### src/common/psrc_defs.vh
// constants for the peripheral soft reset control block
`ifndef PSRC_DEFS_VH
`define PSRC_DEFS_VH

`define PSRC_OFF_CTRL_ONE 12'h044
`define PSRC_OFF_CTRL_TWO 12'h048
`define PSRC_RESET_VALUE 32'h00000000

`define PSRC_ONE_IMPL_MASK 32'h03070011
`define PSRC_TWO_IMPL_MASK 32'h5000007f

`define PSRC_BIT_COMPARATOR_ONE_RESET 25
`define PSRC_BIT_COMPARATOR_ZERO_RESET 24
`define PSRC_BIT_GP_COUNTER_TWO_RESET 18
`define PSRC_BIT_GP_COUNTER_ONE_RESET 17
`define PSRC_BIT_GP_COUNTER_ZERO_RESET 16
`define PSRC_BIT_SYNC_SERIAL_ZERO_RESET 4
`define PSRC_BIT_ASYNC_SERIAL_ZERO_RESET 0
`define PSRC_BIT_ETH_PHY_ZERO_RESET 30
`define PSRC_BIT_ETH_MAC_ZERO_RESET 28
`define PSRC_BIT_PORTA 0
`define PSRC_NUM_PORTS 7

`define PSRC_RESP_OKAY 2'b00
`define PSRC_RESP_SLVERR 2'b10

`endif

### src/psrc_top.v
// peripheral soft reset control: axi4-lite slave and reset outputs
`timescale 1ns/10ps
`default_nettype none
`include "psrc_defs.vh"

module psrc_top #(
   parameter ADDR_W = 12
)
(
   input wire aclk,
   input wire aresetn,
   input wire [ADDR_W-1:0] s_axi_awaddr,
   input wire [2:0] s_axi_awprot,
   input wire s_axi_awvalid,
   output wire s_axi_awready,
   input wire [31:0] s_axi_wdata,
   input wire [3:0] s_axi_wstrb,
   input wire s_axi_wvalid,
   output wire s_axi_wready,
   output wire [1:0] s_axi_bresp,
   output wire s_axi_bvalid,
   input wire s_axi_bready,
   input wire [ADDR_W-1:0] s_axi_araddr,
   input wire [2:0] s_axi_arprot,
   input wire s_axi_arvalid,
   output wire s_axi_arready,
   output wire [31:0] s_axi_rdata,
   output wire [1:0] s_axi_rresp,
   output wire s_axi_rvalid,
   input wire s_axi_rready,
   input wire [31:0] capability_mask_two,
   input wire [31:0] capability_mask_four,
   output wire comparator_one_reset,
   output wire comparator_zero_reset,
   output wire gp_counter_two_reset,
   output wire gp_counter_one_reset,
   output wire gp_counter_zero_reset,
   output wire sync_serial_zero_reset,
   output wire async_serial_zero_reset,
   output wire eth_phy_zero_reset,
   output wire eth_mac_zero_reset,
   output wire io_port_a_reset,
   output wire io_port_b_reset,
   output wire io_port_c_reset,
   output wire io_port_d_reset,
   output wire io_port_e_reset,
   output wire io_port_f_reset,
   output wire io_port_g_reset
);

   // write side; address and data may arrive in either order
   localparam [2:0] WR_IDLE = 3'h0;
   localparam [2:0] WR_ADDR = 3'h1;
   localparam [2:0] WR_DATA = 3'h2;
   localparam [2:0] WR_COMMIT = 3'h3;
   localparam [2:0] WR_RESP = 3'h4;

   // read side
   localparam RD_IDLE = 1'h0;
   localparam RD_RESP = 1'h1;

   localparam [ADDR_W-1:0] OFF_ONE = `PSRC_OFF_CTRL_ONE;
   localparam [ADDR_W-1:0] OFF_TWO = `PSRC_OFF_CTRL_TWO;

   reg [2:0] wr_state_q;
   reg [2:0] wr_state_d;
   reg [ADDR_W-1:0] aw_addr_q;
   reg [ADDR_W-1:0] aw_addr_d;
   reg [31:0] w_data_q;
   reg [31:0] w_data_d;
   reg [3:0] w_strb_q;
   reg [3:0] w_strb_d;
   reg [1:0] bresp_q;
   reg [1:0] bresp_d;
   reg rd_state_q;
   reg rd_state_d;
   reg [31:0] rdata_q;
   reg [31:0] rdata_d;
   reg [1:0] rresp_q;
   reg [1:0] rresp_d;

   wire aw_take;
   wire w_take;
   wire do_write;
   wire rd_take;
   wire wr_empty;
   wire wr_have_addr;
   wire wr_have_data;
   wire [ADDR_W-1:0] wr_word;
   wire [ADDR_W-1:0] rd_word;
   wire wr_hit_one;
   wire wr_hit_two;
   wire rd_hit_one;
   wire rd_hit_two;
   wire wr_one;
   wire wr_two;
   wire [31:0] ctrl_one;
   wire [31:0] ctrl_two;
   wire [`PSRC_NUM_PORTS-1:0] port_reset;

   // a channel already held refuses a second beat until the response is accepted
   assign wr_empty = (wr_state_q == WR_IDLE);
   assign wr_have_addr = (wr_state_q == WR_ADDR);
   assign wr_have_data = (wr_state_q == WR_DATA);
   assign s_axi_awready = wr_empty || wr_have_data;
   assign s_axi_wready = wr_empty || wr_have_addr;
   assign aw_take = s_axi_awvalid && s_axi_awready;
   assign w_take = s_axi_wvalid && s_axi_wready;
   assign do_write = (wr_state_q == WR_COMMIT);

   assign wr_word = {aw_addr_q[ADDR_W-1:2], 2'b00};
   assign rd_word = {s_axi_araddr[ADDR_W-1:2], 2'b00};
   assign wr_hit_one = (wr_word == OFF_ONE);
   assign wr_hit_two = (wr_word == OFF_TWO);
   assign rd_hit_one = (rd_word == OFF_ONE);
   assign rd_hit_two = (rd_word == OFF_TWO);
   assign wr_one = do_write && wr_hit_one;
   assign wr_two = do_write && wr_hit_two;

   always @*
   begin
      wr_state_d = wr_state_q;
      aw_addr_d = aw_addr_q;
      w_data_d = w_data_q;
      w_strb_d = w_strb_q;
      bresp_d = bresp_q;
      if (aw_take)
      begin
         aw_addr_d = s_axi_awaddr;
      end
      if (w_take)
      begin
         w_data_d = s_axi_wdata;
         w_strb_d = s_axi_wstrb;
      end
      case (wr_state_q)
         WR_IDLE:
         begin
            if (aw_take && w_take)
            begin
               wr_state_d = WR_COMMIT;
            end
            else if (aw_take)
            begin
               wr_state_d = WR_ADDR;
            end
            else if (w_take)
            begin
               wr_state_d = WR_DATA;
            end
         end
         WR_ADDR:
         begin
            if (w_take)
            begin
               wr_state_d = WR_COMMIT;
            end
         end
         WR_DATA:
         begin
            if (aw_take)
            begin
               wr_state_d = WR_COMMIT;
            end
         end
         WR_COMMIT:
         begin
            wr_state_d = WR_RESP;
            // unmapped words answer with an error and change nothing
            if (wr_hit_one || wr_hit_two)
            begin
               bresp_d = `PSRC_RESP_OKAY;
            end
            else
            begin
               bresp_d = `PSRC_RESP_SLVERR;
            end
         end
         WR_RESP:
         begin
            if (s_axi_bready)
            begin
               wr_state_d = WR_IDLE;
            end
         end
         default:
         begin
            wr_state_d = WR_IDLE;
         end
      endcase
   end

   always @(posedge aclk)
   begin
      if (!aresetn)
      begin
         wr_state_q <= WR_IDLE;
         aw_addr_q <= {ADDR_W{1'b0}};
         w_data_q <= 32'h00000000;
         w_strb_q <= 4'h0;
         bresp_q <= `PSRC_RESP_OKAY;
      end
      else
      begin
         wr_state_q <= wr_state_d;
         aw_addr_q <= aw_addr_d;
         w_data_q <= w_data_d;
         w_strb_q <= w_strb_d;
         bresp_q <= bresp_d;
      end
   end

   assign s_axi_bvalid = (wr_state_q == WR_RESP);
   assign s_axi_bresp = bresp_q;

   // one read at a time; the live address is decoded at the take edge
   assign s_axi_arready = (rd_state_q == RD_IDLE);
   assign rd_take = s_axi_arvalid && s_axi_arready;

   always @*
   begin
      rd_state_d = rd_state_q;
      rdata_d = rdata_q;
      rresp_d = rresp_q;
      case (rd_state_q)
         RD_IDLE:
         begin
            if (rd_take)
            begin
               rd_state_d = RD_RESP;
               if (rd_hit_one)
               begin
                  rdata_d = ctrl_one;
                  rresp_d = `PSRC_RESP_OKAY;
               end
               else if (rd_hit_two)
               begin
                  rdata_d = ctrl_two;
                  rresp_d = `PSRC_RESP_OKAY;
               end
               else
               begin
                  rdata_d = 32'h00000000;
                  rresp_d = `PSRC_RESP_SLVERR;
               end
            end
         end
         RD_RESP:
         begin
            if (s_axi_rready)
            begin
               rd_state_d = RD_IDLE;
            end
         end
         default:
         begin
            rd_state_d = RD_IDLE;
         end
      endcase
   end

   always @(posedge aclk)
   begin
      if (!aresetn)
      begin
         rd_state_q <= RD_IDLE;
         rdata_q <= 32'h00000000;
         rresp_q <= `PSRC_RESP_OKAY;
      end
      else
      begin
         rd_state_q <= rd_state_d;
         rdata_q <= rdata_d;
         rresp_q <= rresp_d;
      end
   end

   assign s_axi_rvalid = (rd_state_q == RD_RESP);
   assign s_axi_rdata = rdata_q;
   assign s_axi_rresp = rresp_q;

   // capability masks are live: a unit absent now blocks the write
   psrc_reg #(
      .IMPL_MASK(`PSRC_ONE_IMPL_MASK)
   ) u_ctrl_one (
      .aclk(aclk),
      .aresetn(aresetn),
      .wr_en(wr_one),
      .wr_data(w_data_q),
      .wr_strb(w_strb_q),
      .cap_mask(capability_mask_two),
      .value(ctrl_one)
   );

   psrc_reg #(
      .IMPL_MASK(`PSRC_TWO_IMPL_MASK)
   ) u_ctrl_two (
      .aclk(aclk),
      .aresetn(aresetn),
      .wr_en(wr_two),
      .wr_data(w_data_q),
      .wr_strb(w_strb_q),
      .cap_mask(capability_mask_four),
      .value(ctrl_two)
   );

   // resets are active high levels straight from the register flops
   assign comparator_one_reset = ctrl_one[`PSRC_BIT_COMPARATOR_ONE_RESET];
   assign comparator_zero_reset = ctrl_one[`PSRC_BIT_COMPARATOR_ZERO_RESET];
   assign gp_counter_two_reset = ctrl_one[`PSRC_BIT_GP_COUNTER_TWO_RESET];
   assign gp_counter_one_reset = ctrl_one[`PSRC_BIT_GP_COUNTER_ONE_RESET];
   assign gp_counter_zero_reset = ctrl_one[`PSRC_BIT_GP_COUNTER_ZERO_RESET];
   assign sync_serial_zero_reset = ctrl_one[`PSRC_BIT_SYNC_SERIAL_ZERO_RESET];
   assign async_serial_zero_reset = ctrl_one[`PSRC_BIT_ASYNC_SERIAL_ZERO_RESET];
   assign eth_phy_zero_reset = ctrl_two[`PSRC_BIT_ETH_PHY_ZERO_RESET];
   assign eth_mac_zero_reset = ctrl_two[`PSRC_BIT_ETH_MAC_ZERO_RESET];

   // port resets sit side by side from port a upward
   genvar p;
   generate
      for (p = 0; p < `PSRC_NUM_PORTS; p = p + 1)
      begin : g_port
         assign port_reset[p] = ctrl_two[`PSRC_BIT_PORTA + p];
      end
   endgenerate

   assign io_port_a_reset = port_reset[0];
   assign io_port_b_reset = port_reset[1];
   assign io_port_c_reset = port_reset[2];
   assign io_port_d_reset = port_reset[3];
   assign io_port_e_reset = port_reset[4];
   assign io_port_f_reset = port_reset[5];
   assign io_port_g_reset = port_reset[6];

endmodule
`default_nettype wire

### src/psrc_reg.v
// one masked reset control register with byte strobes
`timescale 1ns/10ps
`default_nettype none
`include "psrc_defs.vh"

module psrc_reg #(
   parameter [31:0] IMPL_MASK = 32'h00000000
)
(
   input wire aclk,
   input wire aresetn,
   input wire wr_en,
   input wire [31:0] wr_data,
   input wire [3:0] wr_strb,
   input wire [31:0] cap_mask,
   output wire [31:0] value
);

   reg [31:0] value_q;
   reg [31:0] value_d;
   wire [31:0] lane_mask;
   wire [31:0] write_mask;

   genvar i;
   generate
      for (i = 0; i < 4; i = i + 1)
      begin : g_lane
         assign lane_mask[i*8 +: 8] = {8{wr_strb[i]}};
      end
   endgenerate

   // absent units and reserved bits never take a write
   assign write_mask = lane_mask & cap_mask & IMPL_MASK;

   always @*
   begin
      value_d = value_q;
      if (wr_en)
      begin
         value_d = (value_q & ~write_mask) | (wr_data & write_mask);
      end
   end

   always @(posedge aclk)
   begin
      if (!aresetn)
      begin
         value_q <= `PSRC_RESET_VALUE;
      end
      else
      begin
         value_q <= value_d;
      end
   end

   // reserved bits read as zero
   assign value = value_q & IMPL_MASK;

endmodule
`default_nettype wire

### config.mk
export PLATFORM = sky130hd
export DESIGN_NAME = psrc_top
export DESIGN_NICKNAME = d
export VERILOG_FILES = /design/src/psrc_top.v /design/src/psrc_reg.v
export VERILOG_INCLUDE_DIRS = /design/src /design/src/common
export SDC_FILE = /design/constraint.sdc
export NUM_CORES = 1
export LEC_CHECK = 0
export ABC_AREA = 1
export BUFFER_PORTS_ARGS = -buffer_cell sky130_fd_sc_hd__buf_4
export CAP_MARGIN = 20
export CELL_PAD_IN_SITES_DETAIL_PLACEMENT = 1
export CELL_PAD_IN_SITES_GLOBAL_PLACEMENT = 2
export CORE_UTILIZATION = 28
export CTS_BUF_LIST = sky130_fd_sc_hd__clkbuf_16
export DETAILED_ROUTE_END_ITERATION = 8
export HOLD_SLACK_MARGIN = 0.1
export PLACE_DENSITY = 0.92
export SYNTH_ARGS = -nofsm -noshare
export SYNTH_HDL_FRONTEND = slang
export SYNTH_HIERARCHICAL = 1
export SYNTH_SLANG_ARGS = --single-unit
### constraint.sdc
create_clock -name aclk -period 3.1 [get_ports aclk]
set_input_delay 0.155 -clock aclk [delete_from_list [all_inputs] [get_ports aclk]]
set_output_delay 0.155 -clock aclk [all_outputs]
set_load 0.02 [all_outputs]
==> run_results.csv <==
group,metric,value,unit
cells_and_area,final_area,5553,um2
critical_path,crit_type,"flip-flop to flip-flop",
cells_and_area,n_antenna_cell,0,
cts,clk_latency,340,ps
sta,slew_headroom,50.41,%
sta,period_minus_slack,1676,ps
cts,htree_levels,3,
logic_synthesis,syn_inst,652,
critical_path,arrival,1940,ps
logic_synthesis,yosysWarnings,6,
cts,clk_root_buffer_cell,"clkbuf_16",
cells_and_area,final_cell_mix,"nor2_1 (178), buf_4 (117), nand2_1 (95)",
sta,skew,8.124,ps
grt,grt_start_max_net_pins,68,
die,start_util,29.14,%
cts,cts_tree,"done",
cells_and_area,area_delta_synth_final,29.16,%
drt,vias,4140,
hold_path,hold_path_end,"aw_addr_q[7]$_SDFFE_PN0P_",
power_and_ir_drop,peakVddDrop,0.0002689,V
hold_path,min_path_cells,3,
sta,fmax,596.8,MHz
hold_path,hold_class,"input port to flip-flop",
sta,timing.final.crit_share,54.05,%
sta,hold_viol,0,
place,placedInstanceArea,5005,um2
critical_path,cp.required,3370,ps
cts,cts.sinks,81,
cells_and_area,drive_gt1_share,18.65,%
critical_path,cp-start-kind,"flip-flop",
cts,cts.path.max_buffers,2,
die,coreArea,14750,um2
logic_synthesis,avgSynthCellArea,6.594,um2
run,cap_violations,0,
place,place_congestion,0.7553,
die,io_pins,194,
sta,rsz0062_at_grt,"false",
drt,final_antenna_net_count,0,
grt,use_met2,27.69,%
power_and_ir_drop,p_leak,2.787,nW
critical_path,crit_start,"wr_state_q[2]$_SDFFE_PN0P_",
drt,first_iter_violations,121,
drt,viasPerCell,4.331,
cts,numCtsBuffers,9,
die,die_w,125.9,um
drt,wl_per_cell,12.38,um
grt,grt_overflow,0,
die,num_rows,44,
critical_path,cp_max_fo,7,
logic_synthesis,syn_area,4299,um2
sta,hold-worst-slack,120.4,ps
cts,clk_pin_slew,70,ps
run_status,run_status,"completed",
grt,gr-usage-all-layers,15.51,%
cells_and_area,nets,904,
grt,grtUsageMet3,2.634,%
sta,worst_slack,1425,ps
critical_path,rrSetupSlack,1420,ps
sta,worst_pin_slew,742.1,ps
grt,grt_pass1_wl,19930,um
cells_and_area,final_common_cell,"nor2_1",
critical_path,end_kind,"flip-flop",
sta,final-setup-viol-count,0,
hold_path,hold_start,"s_axi_awaddr[7]",
drt,first_pass_iters,4,
grt,use_met1,18.79,%
cts,postCtsSetupBuffers,0,
grt,top_usage_layer,"met2",
grt,grt_pass1_vias,4215,
sta,slew_viol_final,0,
critical_path,r2r_start,"wr_state_q[2]$_SDFFE_PN0P_",
drt,drc,0,
sta,setup_tns,0,ps
drt,wl,11830,um
place,dp_hpwl,8343,um
grt,grt_antenna_before_repair,0,
die,chipHeight,125.9,um
place,pre_cts_ws,1124,ps
critical_path,rr_worst_depth,9,
place,portBuffers,114,
power_and_ir_drop,power_density,570.6,nW/um2
die,die_area,15850,um2
metal layers:
metal	vias to the layer above	wire [um]
li1	2164	-
met1	1893	5492
met2	75	5794
met3	8	433
met4	0	112
met5	-	0
worst max path at each step:
stage	slack, ps	cells past startpoint	end
after floorplan	1740	8	s_axi_rdata[21]$_SDFFE_PN0P_
after global placement	1180	5	s_axi_bresp[1]$_SDFFE_PN0P_
after detailed placement	1120	5	s_axi_bresp[1]$_SDFFE_PN0P_
after CTS	1360	6	s_axi_rdata[28]$_SDFFE_PN0P_
after global routing	1240	8	flip-flop
final	1420	9	flip-flop
timing repair:
item | CTS | global route
hold endpoints to repair | 24 | 0
gates resized for setup | 0 | 0
hold buffers | 24 | 0
final cells by class:
cell class              count  area (um2)
fillers                  1904        9201
well taps                 184       230.2
multi-input cells         478        2063
clock buffers               9       225.2
clock inverters             7       62.56
repair buffers            142        1139
inverters                  55       211.5
flip-flops and latches     81        1622
worst max-delay path, stage by stage (launching register included):
cell,delay [ps]
dfxtp_1,310
inv_1,140
nand3_1,170
nor2_1,140
nand4_1,120
inv_1,280
nand3_1,170
nand2_1,100
nand2_1,50
nor2_1,110
power breakdown:
group          leakage (nW)  internal (mW)  switching [mW]
Sequential            0.665           1.20           0.112
Clock                 0.146          0.617           0.439
Combinational          1.98          0.313           0.481
stage by stage:
step	std cells	total power, mW	utilization [%]
finish	956	3.168	37.64
global route	956	3.373	37.64
CTS	955	3.218	37.50
detailed placement	915	2.119	33.92
global placement	915	2.083	33.92
floorplan	699	1.929	-
No activity file was read; power rests on OpenSTA's default activity.
